[src/rtl/fast_detect_pkg.sv]
package fast_detect_pkg;
   // Printed offsets are not all multiples of four: each is a word index, byte address = 4 * index
   localparam logic [9:0] IDX_DETECT_CONTROL = 10'h245;
   localparam logic [9:0] IDX_UPPER_LOW = 10'h247;
   localparam logic [9:0] IDX_UPPER_HIGH = 10'h248;
   localparam logic [9:0] IDX_LOWER_LOW = 10'h249;
   localparam logic [9:0] IDX_LOWER_HIGH = 10'h24A;
   localparam logic [9:0] IDX_DWELL_LOW = 10'h24B;
   localparam logic [9:0] IDX_DWELL_HIGH = 10'h24C;
   localparam logic [9:0] IDX_IRQ_STATUS = 10'h250;
   localparam logic [9:0] IDX_IRQ_MASK = 10'h251;
   localparam int BIT_ENABLE = 0;
   localparam int BIT_FORCE_VALUE = 2;
   localparam int BIT_FORCE = 3;
   localparam logic [7:0] CONTROL_WRITE_MASK = 8'h0D;
   localparam logic [7:0] HIGH_WRITE_MASK = 8'h1F;
   localparam int BIT_EV_ASSERT = 0;
   localparam int BIT_EV_RELEASE = 1;
   localparam logic [7:0] RESET_BYTE = 8'h00;
   localparam logic [12:0] RESET_THRESHOLD = 13'h0000;
   localparam logic [15:0] RESET_COUNT = 16'h0000;

   typedef enum logic [1:0] {
      IDLE = 2'b00,
      ABOVE = 2'b01,
      DWELL = 2'b11
   } detect_state_type;

   typedef struct packed {
      logic read;
      logic write;
      logic [11:0] address;
      logic [31:0] writedata;
   } bus_request_type;

   typedef struct packed {
      logic [31:0] readdata;
      logic waitrequest;
   } bus_answer_type;

   typedef struct packed {
      logic [7:0] control;
      logic [12:0] upper;
      logic [12:0] lower;
      logic [15:0] dwell;
      logic [1:0] irq_status;
      logic [1:0] irq_mask;
      detect_state_type state;
      logic [15:0] count;
      logic flag;
      logic pin;
      logic answered;
      logic [31:0] readdata;
   } detect_regs_type;
endpackage

[src/rtl/adc_fast_threshold_detect.sv]
// Behaviour
// - Detection stays inactive while enable is 0, and so does the pin unless force is 1; detection runs when 1.
// - Force bit 0: pin follows detection; force bit 1: pin takes forced level.
// - With override active the pin equals the forced-value bit exactly.
// - 13-bit upper threshold, low byte plus high five bits, compared with magnitude.
// - 13-bit lower threshold, low byte plus high five bits, compared with magnitude.
// - Dwell counter loads target; pin clears after magnitude stays below lower for target plus one enabled cycles, two at least.
// - Dwell target bits 7:0 in low register, bits 15:8 in high register.
//
// Added by the designer: the Avalon-MM slave port.
`timescale 1ns/1ps
`default_nettype none
module adc_fast_threshold_detect (
   input wire logic clk,
   input wire logic reset,
   input wire logic clk_en,
   input wire fast_detect_pkg::bus_request_type bus_req,
   output fast_detect_pkg::bus_answer_type bus_ans,
   input wire logic [12:0] sample_magnitude,
   output logic over_range_flag_pin,
   output logic irq
);
   import fast_detect_pkg::*;

   detect_regs_type r_reg;
   detect_regs_type r_next;
   logic [9:0] index;
   logic access;
   logic hit_write;
   logic above;
   logic below;
   logic [1:0] events;

   assign index = bus_req.address[11:2];
   assign access = (bus_req.read | bus_req.write) & ~r_reg.answered;
   // Writes land on the completion edge, the one where the master sees waitrequest low
   assign hit_write = bus_req.write & r_reg.answered;
   assign above = sample_magnitude > r_reg.upper;
   assign below = sample_magnitude < r_reg.lower;

   always_comb begin
      r_next = r_reg;
      events = 2'b00;
      // One wait cycle per access so readdata comes from a flop
      r_next.answered = access;
      if (access && bus_req.read) begin
         r_next.readdata = 32'h0000_0000;
         case (index)
            IDX_DETECT_CONTROL: r_next.readdata[7:0] = r_reg.control;
            IDX_UPPER_LOW: r_next.readdata[7:0] = r_reg.upper[7:0];
            IDX_UPPER_HIGH: r_next.readdata[4:0] = r_reg.upper[12:8];
            IDX_LOWER_LOW: r_next.readdata[7:0] = r_reg.lower[7:0];
            IDX_LOWER_HIGH: r_next.readdata[4:0] = r_reg.lower[12:8];
            IDX_DWELL_LOW: r_next.readdata[7:0] = r_reg.dwell[7:0];
            IDX_DWELL_HIGH: r_next.readdata[7:0] = r_reg.dwell[15:8];
            IDX_IRQ_STATUS: r_next.readdata[1:0] = r_reg.irq_status;
            IDX_IRQ_MASK: r_next.readdata[1:0] = r_reg.irq_mask;
            default: r_next.readdata = 32'h0000_0000;
         endcase
      end
      if (hit_write) begin
         case (index)
            IDX_DETECT_CONTROL: r_next.control = bus_req.writedata[7:0] & CONTROL_WRITE_MASK;
            IDX_UPPER_LOW: r_next.upper[7:0] = bus_req.writedata[7:0];
            IDX_UPPER_HIGH: r_next.upper[12:8] = bus_req.writedata[4:0];
            IDX_LOWER_LOW: r_next.lower[7:0] = bus_req.writedata[7:0];
            IDX_LOWER_HIGH: r_next.lower[12:8] = bus_req.writedata[4:0];
            IDX_DWELL_LOW: r_next.dwell[7:0] = bus_req.writedata[7:0];
            IDX_DWELL_HIGH: r_next.dwell[15:8] = bus_req.writedata[7:0];
            IDX_IRQ_MASK: r_next.irq_mask = bus_req.writedata[1:0];
            default: ;
         endcase
      end
      // Detection state machine
      if (!r_reg.control[BIT_ENABLE]) begin
         r_next.state = IDLE;
         r_next.flag = 1'b0;
         r_next.count = RESET_COUNT;
      end else begin
         case (r_reg.state)
            IDLE: begin
               if (above) begin
                  r_next.state = ABOVE;
                  r_next.flag = 1'b1;
                  events[BIT_EV_ASSERT] = 1'b1;
               end
            end
            ABOVE: begin
               if (below && !above) begin
                  r_next.state = DWELL;
                  r_next.count = r_reg.dwell;
               end
            end
            DWELL: begin
               if (above || !below) begin
                  r_next.state = ABOVE;
               end else if (r_reg.count <= 16'h0001) begin
                  r_next.state = IDLE;
                  r_next.flag = 1'b0;
                  events[BIT_EV_RELEASE] = 1'b1;
               end else begin
                  r_next.count = r_reg.count - 16'h0001;
               end
            end
            default: begin
               r_next.state = IDLE;
               r_next.flag = 1'b0;
            end
         endcase
      end
      // Pin selection: force wins over detection
      if (r_reg.control[BIT_FORCE]) begin
         r_next.pin = r_reg.control[BIT_FORCE_VALUE];
      end else begin
         r_next.pin = r_next.flag & r_reg.control[BIT_ENABLE];
      end
      // Write-one-to-clear; a same-cycle event wins over the clear
      if (hit_write && index == IDX_IRQ_STATUS) begin
         r_next.irq_status = r_reg.irq_status & ~bus_req.writedata[1:0];
      end
      r_next.irq_status = r_next.irq_status | events;
   end

   always_ff @(posedge clk) begin
      if (reset) begin
         r_reg <= '0;
         r_reg.state <= IDLE;
      end else if (clk_en) begin
         r_reg <= r_next;
      end
   end

   assign bus_ans.readdata = r_reg.readdata;
   // Completion only on an enabled edge, so a frozen cycle cannot swallow a write
   assign bus_ans.waitrequest = (bus_req.read | bus_req.write) & ~(r_reg.answered & clk_en);
   assign over_range_flag_pin = r_reg.pin;
   assign irq = |(r_reg.irq_status & r_reg.irq_mask);

   property p_disabled_quiet;
      @(posedge clk) disable iff (reset)
         (clk_en && !r_reg.control[BIT_ENABLE] && !r_reg.control[BIT_FORCE])
            |=> !over_range_flag_pin;
   endproperty
   a_disabled_quiet: assert property (p_disabled_quiet) else $error("pin active while disabled");

   property p_follow;
      @(posedge clk) disable iff (reset)
         (clk_en && !r_reg.control[BIT_FORCE] && r_reg.control[BIT_ENABLE])
            |=> over_range_flag_pin == $past(r_next.flag);
   endproperty
   a_follow: assert property (p_follow) else $error("pin does not follow detection");

   property p_forced;
      @(posedge clk) disable iff (reset)
         (clk_en && r_reg.control[BIT_FORCE])
            |=> over_range_flag_pin == $past(r_reg.control[BIT_FORCE_VALUE]);
   endproperty
   a_forced: assert property (p_forced) else $error("forced level wrong");

   property p_upper_write;
      @(posedge clk) disable iff (reset)
         (clk_en && hit_write && index == IDX_UPPER_HIGH)
            |=> r_reg.upper[12:8] == $past(bus_req.writedata[4:0]);
   endproperty
   a_upper_write: assert property (p_upper_write) else $error("upper high not stored");

   property p_lower_write;
      @(posedge clk) disable iff (reset)
         (clk_en && hit_write && index == IDX_LOWER_LOW)
            |=> r_reg.lower[7:0] == $past(bus_req.writedata[7:0]);
   endproperty
   a_lower_write: assert property (p_lower_write) else $error("lower low not stored");

   property p_dwell_load;
      @(posedge clk) disable iff (reset)
         (clk_en && r_reg.control[BIT_ENABLE] && r_reg.state == ABOVE && below && !above)
            |=> r_reg.count == $past(r_reg.dwell);
   endproperty
   a_dwell_load: assert property (p_dwell_load) else $error("dwell not loaded");

   property p_dwell_write;
      @(posedge clk) disable iff (reset)
         (clk_en && hit_write && index == IDX_DWELL_HIGH)
            |=> r_reg.dwell[15:8] == $past(bus_req.writedata[7:0]);
   endproperty
   a_dwell_write: assert property (p_dwell_write) else $error("dwell high not stored");

   property p_assert_on_above;
      @(posedge clk) disable iff (reset)
         (clk_en && r_reg.control[BIT_ENABLE] && r_reg.state == IDLE && above)
            |=> r_reg.flag ##0 r_reg.irq_status[BIT_EV_ASSERT];
   endproperty
   a_assert_on_above: assert property (p_assert_on_above) else $error("flag not raised");

   property p_count_step;
      @(posedge clk) disable iff (reset)
         (clk_en && r_reg.control[BIT_ENABLE] && r_reg.state == DWELL && below && !above
            && r_reg.count > 16'h0001)
            |=> r_reg.count == $past(r_reg.count) - 16'h0001;
   endproperty
   a_count_step: assert property (p_count_step) else $error("dwell count did not step");

   property p_answer_next;
      @(posedge clk) disable iff (reset)
         (clk_en && access)
            |=> r_reg.answered;
   endproperty
   a_answer_next: assert property (p_answer_next) else $error("request not answered");

   property p_answer_once;
      @(posedge clk) disable iff (reset)
         (clk_en && r_reg.answered)
            |=> !r_reg.answered;
   endproperty
   a_answer_once: assert property (p_answer_once) else $error("answer held too long");

   property p_wait_pending;
      @(posedge clk) disable iff (reset)
         ((bus_req.read || bus_req.write) && !r_reg.answered)
            |-> bus_ans.waitrequest;
   endproperty
   a_wait_pending: assert property (p_wait_pending) else $error("waitrequest low too early");

   property p_high_reserved;
      @(posedge clk) disable iff (reset)
         (clk_en && access && bus_req.read && index == IDX_UPPER_HIGH)
            |=> bus_ans.readdata[31:5] == '0;
   endproperty
   a_high_reserved: assert property (p_high_reserved) else $error("reserved bits set");

   property p_upper_low_write;
      @(posedge clk) disable iff (reset)
         (clk_en && hit_write && index == IDX_UPPER_LOW)
            |=> r_reg.upper[7:0] == $past(bus_req.writedata[7:0]);
   endproperty
   a_upper_low_write: assert property (p_upper_low_write) else $error("upper low not stored");

   property p_lower_high_write;
      @(posedge clk) disable iff (reset)
         (clk_en && hit_write && index == IDX_LOWER_HIGH)
            |=> r_reg.lower[12:8] == $past(bus_req.writedata[4:0]);
   endproperty
   a_lower_high_write: assert property (p_lower_high_write) else $error("lower high lost");

   property p_dwell_low_write;
      @(posedge clk) disable iff (reset)
         (clk_en && hit_write && index == IDX_DWELL_LOW)
            |=> r_reg.dwell[7:0] == $past(bus_req.writedata[7:0]);
   endproperty
   a_dwell_low_write: assert property (p_dwell_low_write) else $error("dwell low not stored");

   property p_idle_disabled;
      @(posedge clk) disable iff (reset)
         (clk_en && !r_reg.control[BIT_ENABLE])
            |=> r_reg.state == IDLE && !r_reg.flag;
   endproperty
   a_idle_disabled: assert property (p_idle_disabled) else $error("detection ran disabled");

   property p_hold_above;
      @(posedge clk) disable iff (reset)
         (clk_en && r_reg.control[BIT_ENABLE] && r_reg.state == ABOVE && !below)
            |=> r_reg.state == ABOVE && r_reg.flag;
   endproperty
   a_hold_above: assert property (p_hold_above) else $error("flag left before dwell");

   property p_rearm;
      @(posedge clk) disable iff (reset)
         (clk_en && r_reg.control[BIT_ENABLE] && r_reg.state == DWELL && (above || !below))
            |=> r_reg.state == ABOVE && r_reg.flag;
   endproperty
   a_rearm: assert property (p_rearm) else $error("dwell not restarted");

   property p_release_pin;
      @(posedge clk) disable iff (reset)
         (clk_en && r_reg.control[BIT_ENABLE] && !r_reg.control[BIT_FORCE]
            && r_reg.state == DWELL && below && !above && r_reg.count <= 16'h0001)
            |=> !over_range_flag_pin && r_reg.irq_status[BIT_EV_RELEASE];
   endproperty
   a_release_pin: assert property (p_release_pin) else $error("pin not released");

   property p_no_early_release;
      @(posedge clk) disable iff (reset)
         (clk_en && r_reg.control[BIT_ENABLE] && !r_reg.control[BIT_FORCE]
            && r_reg.state == DWELL && r_reg.count > 16'h0001)
            |=> over_range_flag_pin;
   endproperty
   a_no_early_release: assert property (p_no_early_release) else $error("early release");

   // Frozen cycles must not advance the dwell count or the bus handshake
   property p_freeze;
      @(posedge clk) disable iff (reset)
         !clk_en
            |=> $stable(r_reg);
   endproperty
   a_freeze: assert property (p_freeze) else $error("state moved while frozen");

   property p_status_clear;
      @(posedge clk) disable iff (reset)
         (clk_en && hit_write && index == IDX_IRQ_STATUS
            && bus_req.writedata[BIT_EV_ASSERT] && !events[BIT_EV_ASSERT])
            |=> !r_reg.irq_status[BIT_EV_ASSERT];
   endproperty
   a_status_clear: assert property (p_status_clear) else $error("status bit not cleared");

   c_release: cover property (@(posedge clk) disable iff (reset)
      r_reg.state == DWELL ##1 r_reg.state == IDLE);
   c_forced_high: cover property (@(posedge clk) disable iff (reset)
      r_reg.control[BIT_FORCE] && over_range_flag_pin);
   c_irq: cover property (@(posedge clk) disable iff (reset) irq);
   c_rearm: cover property (@(posedge clk) disable iff (reset)
      r_reg.state == DWELL ##1 r_reg.state == ABOVE);
   c_frozen: cover property (@(posedge clk) disable iff (reset)
      !clk_en && over_range_flag_pin);
endmodule
`default_nettype wire

[config.mk]
export PLATFORM = sky130hd
export DESIGN_NAME = adc_fast_threshold_detect
export DESIGN_NICKNAME = d
export VERILOG_FILES = /design/src/rtl/fast_detect_pkg.sv /design/src/rtl/adc_fast_threshold_detect.sv
export SDC_FILE = /design/constraint.sdc
export NUM_CORES = 1
export LEC_CHECK = 0
export BUFFER_PORTS_ARGS = -buffer_cell sky130_fd_sc_hd__buf_2
export CORE_ASPECT_RATIO = 0.75
export CORE_MARGIN = 2
export CORE_UTILIZATION = 44
export CTS_CLUSTER_DIAMETER = 50
export CTS_CLUSTER_SIZE = 28
export DETAILED_ROUTE_END_ITERATION = 12
export PLACE_DENSITY = 0.66
export RECOVER_POWER = 50
export SLEW_MARGIN = 20
export SYNTH_ARGS = -nofsm -noshare
export SYNTH_HDL_FRONTEND = slang
export SYNTH_SLANG_ARGS = --single-unit
[constraint.sdc]
create_clock -name clk -period 4.8 [get_ports clk]
set_clock_uncertainty 0.15 [all_clocks]
set_input_delay 0.24 -clock clk [delete_from_list [all_inputs] [get_ports clk]]
set_output_delay 0.24 -clock clk [all_outputs]
set_load 0.03 [all_outputs]
==> results.json, run 1 <==
{
  "outcome": "complete, but fails checks",
  "violations": "capacitance limit, slew limit",
  "register_area_um2": 1560,
  "path_class": "flip-flop to flip-flop",
  "worstPathArrival_ns": 3.31,
  "gp_congestion": 0.939,
  "async_reset_ff_frac": 0,
  "cts_sinks": 78,
  "first_pass_iters": 7,
  "die_w_um": 123,
  "wl_per_cell_um": 17.1,
  "track_usage": 0.228,
  "synth_edf_count": 0,
  "r2r_cells": 9,
  "multiInputGateArea_um2": 2660,
  "layout-drive-gt1-share": 0.0990,
  "r2r_start": "r_reg[81]",
  "via_count": 4317,
  "clk_latency_ns": 0.34,
  "ctsHtreeMaxLevel": 3,
  "timing.final.ws_setup_ns": 1.57,
  "rows": 32,
  "tightest_slew_ns": 1.52,
  "drc": 0,
  "grt_start_max_net_pins": 50,
  "maxSlewViolCount": 9,
  "post-route-util": 0.489,
  "antenna_found_initial": 0,
  "die_h_um": 93.0,
  "worstPathRequired_ns": 4.89,
  "initial_core_util": 0.451,
  "postRouteAntennaNets": 0,
  "synth_seq_cells": 78,
  "synth_area_per_cell_um2": 8.05,
  "hold_path_depth": 3,
  "ir_drop_mv": 0.214,
  "pin_count": 97,
  "hp-class": "input pin to flip-flop",
  "final_cells": 742,
  "fin_area_um2": 5030,
  "placed_cell_area_um2": 4810,
  "syn_inst": 577,
  "ctsResizeCount": 0,
  "cts_buffer_depth": 2,
  "p_leak_nw": 1.80,
  "regToRegSetupSlack_ns": 1.57,
  "ys.flop_type": "dfxtp_1",
  "fin_crit_ns": 3.23,
  "worst_r2r_endpoint": "r_reg[43]",
  "synth_top_area_cell": "dfxtp_1",
  "timing_hold_violations_final": 0,
  "min_from": "bus_req[7]",
  "syn_to_final_growth_pct": 8.35,
  "die-area_um2": 11400,
  "period_share": 0.673,
  "port_buffers": 46,
  "power_density_nw_per_um2": 278,
  "ys_types": 60,
  "cts_setup_buffers": 0,
  "setup_violations": 0,
  "crit_fanout": 13,
  "synthTopCellsByArea": "dfxtp_1 34%, ha_1 7.3%, a21oi_1 5.7%, nand2_1 5.4%, mux2i_1 5.4%",
  "fmax_mhz": 310,
  "nFillCells": 1025,
  "dp_cells": 727,
  "place_hpwl_um": 9540,
  "end_kind": "flip-flop",
  "yosysWarnings": 0,
  "power_mw": 1.40,
  "clk_pin_slew_ns": 0.06,
  "ys_seq_area_frac": 0.336,
  "drt_wl_total_um": 12700,
  "first_iter_violations": 501,
  "numCtsBuffers": 9,
  "grt_pass1_vias": 3913,
  "drv_cap": 1,
  "grt_pass1_wl_um": 20100,
  "finalSetupTns_ns": 0,
  "nNetsFinal": 691,
  "cts_tree": "built",
  "viasPerCell": 5.82,
  "syn-cell-area_um2": 4650,
  "post-place-ws_ns": 1.65,
  "relSlewSlack": -0.0214,
  "whs_endpoint": "r_reg[80]",
  "start_kind": "flip-flop",
  "whs_ns": 0.0360,
  "ctsHoldBuffers": 0,
  "coreArea_um2": 10300,
  "rsz0062_at_grt": "false",
  "largest_register_ffs": 69,
  "yosysTopAreaCellShare": 0.336,
  "gr-total-overflow": 0,
  "diodes": 0,
  "cts-root-buf": "clkbuf_16"
}
## cells in the mapped netlist, drive strengths merged, types with 7 or more instances
| library cell | n |
|---|---|
| a222oi | 10 |
| mux2i | 25 |
| nand3 | 28 |
| inv | 33 |
| buf | 39 |
| nor2 | 52 |
| clkbuf | 22 |
| o2bb2ai | 7 |
| nor4 | 8 |
| nand2 | 67 |
| o21ai | 14 |
| a22oi | 11 |
| dfxtp | 78 |
| nor3 | 21 |
| ha | 27 |
| a21oi | 55 |
| a21o | 8 |
## metal layers
layer  up-vias  wire length, um  part of all wire  track usage
li1       2067                -                 -            -
met1      2044             6140              0.48        0.345
met2       196             5290              0.42        0.327
met3        10             1160             0.091       0.0494
met4         0              112            0.0088       0.0536
met5         -                0                 0            0
## worst max-delay path by stage
stage	from	endpoint
final	r_reg[81]	r_reg[43]
after global routing	r_reg[81]	r_reg[43]
after CTS	r_reg[79]	r_reg[43]
after detailed placement	r_reg[81]	r_reg[43]
after global placement	r_reg[79]	r_reg[49]
after floorplan	r_reg[79]	r_reg[49]
## critical path, stage by stage, from the launching register on
cell      delay, ns
dfxtp_1        0.38
inv_1          0.07
ha_1           0.29
and2_1         0.18
a221o_1        0.32
a221oi_2       0.29
o21ai_2        0.22
o41ai_4        0.57
nor2_1         0.38
a21o_1         0.27
## cell families after synthesis
logic type                 share of synthesized area
buffers and inverters                          0.105
and+or+nand+nor                                0.212
adders and majority gates                     0.0727
muxes                                         0.0636
DFF                                            0.336
other                                       0.000807
AOI/OAI and AO/OA                              0.202
xor gates and xnor gates                     0.00754
## where the power goes
part | total [mW] | leakage [nW] | internal (mW) | switching [mW]
registers | 0.651 | 0.628 | 0.649 | 0.00187
logic | 0.126 | 1.04 | 0.0337 | 0.0923
clock network | 0.625 | 0.133 | 0.375 | 0.250
## area by class of cell
class,count,share of cell area
clock buffers,14,0.0524
clock inverters,1,0.000994
inverters,33,0.0246
multi-input cells,428,0.529
flip-flops and latches,78,0.310
well taps,136,0.0338
repair buffers,52,0.0492
## placed cells by master (no fill, tap or decap), drive strengths merged, types with 4 or more instances in the layout
| cell | count |
|---|---|
| dfxtp | 78 |
| a31oi | 5 |
| buf | 36 |
| nand4 | 5 |
| nand3 | 28 |
| o2bb2ai | 7 |
| a22oi | 11 |
| nand2 | 67 |
| ha | 27 |
| or3 | 5 |
| a21o | 8 |
| a21oi | 55 |
| conb | 24 |
| nor3 | 21 |
| o41ai | 4 |
| nor4 | 8 |
| mux2 | 4 |
| a222oi | 10 |
| mux2i | 25 |
| o21ai | 14 |
| nor2 | 52 |
| clkbuf | 30 |
| inv | 33 |
Note: power is estimated with default switching activity, not from simulation.
==> run 2, diff against run 1 <==
Settings changed: ABC_AREA set to 1.
Clock period 4.8 ns to 3.05 ns, I/O delays scaled along.
==> results.json, run 2 <==
{
  "async_reset_ff_frac": 0,
  "relSlewSlack": 0.579,
  "worstPathRequired_ns": 3.17,
  "post-place-ws_ns": 0.554,
  "grt_pass1_vias": 4669,
  "whs_ns": 0.0159,
  "postRouteAntennaNets": 0,
  "drt_wl_total_um": 14100,
  "ctsHoldBuffers": 4,
  "seq_power_share": 0.424,
  "grt_pass1_wl_um": 23100,
  "cp_top_family": "simple AND/OR/NAND/NOR gates",
  "power_frac_clock": 0.445,
  "layout-drive-gt1-share": 0.147,
  "numCtsBuffers": 9,
  "max_stage_delay_ns": 0.32,
  "tightest_slew_ns": 0.630,
  "switching_share": 0.276,
  "synth_seq_cells": 78,
  "synth_compound_area_frac": 0.214,
  "port_buffers": 46,
  "p_leak_nw": 2.30,
  "path_common_cell": "nand2_4",
  "ys.flop_type": "dfxtp_1",
  "grt_use_met2": 0.321,
  "synth_most_common_cell": "nand2_1",
  "synth-simple-area-share": 0.258,
  "pin_count": 97,
  "fmax_mhz": 395,
  "coreArea_um2": 11600,
  "rsz0062_at_grt": "false",
  "synthTopCellsByArea": "dfxtp_1 30%, nand2_1 8.7%, a21oi_1 7.7%, inv_1 6.8%, ha_1 6.5%",
  "die_w_um": 130,
  "initial_core_util": 0.451,
  "syn-cell-area_um2": 5210,
  "ctsResizeCount": 0,
  "grt-busiest-layer": "met1",
  "via_count": 4960,
  "period_share": 0.831,
  "mostFrequentLayoutCell": "nand2_1",
  "multiInputGateArea_um2": 2920,
  "drv_cap": 0,
  "syn_to_final_growth_pct": 8.64,
  "yosysWarnings": 0,
  "drc": 0,
  "nNetsFinal": 866,
  "synth_commonest_cells": "121 x nand2_1, 94 x inv_1, 80 x a21oi_1",
  "syn_inst": 744,
  "wl_per_cell_um": 14.9,
  "yosysTopAreaCellShare": 0.299,
  "gr-total-overflow": 0,
  "start_kind": "flip-flop",
  "nFillCells": 1143,
  "ys_types": 46,
  "viasPerCell": 5.25,
  "first_iter_violations": 454,
  "cts_tree": "built",
  "cts-root-buf": "clkbuf_16",
  "power_density_nw_per_um2": 433,
  "synth_fa_ha_area_frac": 0.0648,
  "synth_area_per_cell_um2": 7.01,
  "end_kind": "flip-flop",
  "first_pass_iters": 5,
  "outcome": "finished clean",
  "grt_start_max_net_pins": 44,
  "cts_buffer_depth": 2,
  "diodes": 0,
  "ir_drop_mv": 0.255,
  "die-area_um2": 12700,
  "maxSlewViolCount": 0,
  "ctsHtreeMaxLevel": 3,
  "gp_congestion": 0.928,
  "path_class": "flip-flop to flip-flop",
  "timing_hold_violations_final": 0,
  "fin_crit_ns": 2.53,
  "clk_latency_ns": 0.35,
  "cp_slowest_cell": "dfxtp_1",
  "hp-class": "input pin to flip-flop",
  "rows": 34,
  "worstPathArrival_ns": 2.66,
  "synth_top_area_cell": "dfxtp_1",
  "cts_sinks": 78,
  "synthMuxAreaShare": 0,
  "finalSetupTns_ns": 0,
  "synth_edf_count": 0,
  "p_int_mw": 1.78,
  "track_usage": 0.233,
  "largest_register_ffs": 69,
  "p_sw_mw": 0.678,
  "place_hpwl_um": 10800,
  "grt_use_met3": 0.0811,
  "register_area_um2": 1560,
  "crit_fanout": 16,
  "ys_seq_area_frac": 0.299,
  "setup_violations": 0,
  "critPathBufInv": 3,
  "timing.final.ws_setup_ns": 0.516,
  "die_h_um": 98.3,
  "synth_top_family_by_area": "simple AND/OR/NAND/NOR gates",
  "layout_common_cells": "122 x nand2_1, 95 x inv_1, 80 x a21oi_1, 78 x dfxtp_1, 68 x nor2_1",
  "cp_cell_sequence": "inv_1 -> ha_1 -> nand2_1 -> inv_2 -> nand2_1 -> nand2_1 -> a21oi_1 -> nand2_2 -> nand2_4 -> nand2_4 -> nand2_4 -> nand2_4 -> inv_4 -> o21ai_0 -> a21oi_1",
  "clk_pin_slew_ns": 0.06,
  "use_met1": 0.339,
  "p_comb_frac": 0.130,
  "antenna_found_initial": 0,
  "cts_setup_buffers": 0,
  "synth_xor_area_frac": 0.0118
}
-- run 2: path summary, 6_finish.rpt --
path              start    endpoint  slack [ns]  depth (start not counted)
max           r_reg[98]   r_reg[37]        0.52                         15
min          bus_req[0]   r_reg[53]        0.02                          3
max reg2reg   r_reg[98]   r_reg[37]        0.52                         15
min reg2reg  bus_ans[6]  bus_ans[6]        0.32                          2
-- run 2: stage by stage --
| step | util | cells | total power, mW | area [um2] |
|---|---|---|---|---|
| floorplan | - | 767 | 1.31 | 5300 |
| global placement | 0.464 | 924 | 1.37 | 5370 |
| detailed placement | 0.464 | 924 | 1.38 | 5370 |
| CTS | 0.493 | 944 | 2.46 | 5710 |
| global route | 0.490 | 944 | 2.55 | 5660 |
| finish | 0.490 | 944 | 2.45 | 5660 |
-- run 2: metal layers --
metal / share of wire / routed length [um]
met1: 0.50 / 7000
met2: 0.39 / 5480
met3: 0.095 / 1340
met4: 0.020 / 283
met5: 0 / 0
-- run 2: worst register-to-register path: cells and delay by family (launching register included) --
| kind | cells | cell delay (ns) |
|---|---|---|
| compound gates | 3 | 0.47 |
| fa+ha+maj | 1 | 0.29 |
| buf+inv | 3 | 0.33 |
| simple gates | 8 | 0.89 |
| flops | 1 | 0.32 |
-- run 2: cell families after synthesis --
logic type / Yosys count
AO/OA/AOI/OAI: 194
XOR/XNOR: 7
adder cells (fa/ha/maj): 27
buffers and inverters: 161
flip-flops: 78
other: 1
AND/OR/NAND/NOR: 276
-- run 2: cell type report --
type | count | share of cell area
Clock buffer | 10 | 0.0422
Clock inverter | 6 | 0.0108
Inverter | 107 | 0.0713
Multi-Input combinational cell | 528 | 0.515
Sequential cell | 78 | 0.276
Tap cell | 162 | 0.0358
Timing Repair Buffer | 53 | 0.0490
-- run 2: power by group through the flow --
stage	logic, mW	registers [mW]	clock network [mW]
after floorplan	0.255	1.06	0
after global placement	0.304	1.06	0
after detailed placement	0.312	1.06	0
after CTS	0.318	1.04	1.10
after global routing	0.359	1.04	1.14
final	0.320	1.04	1.09
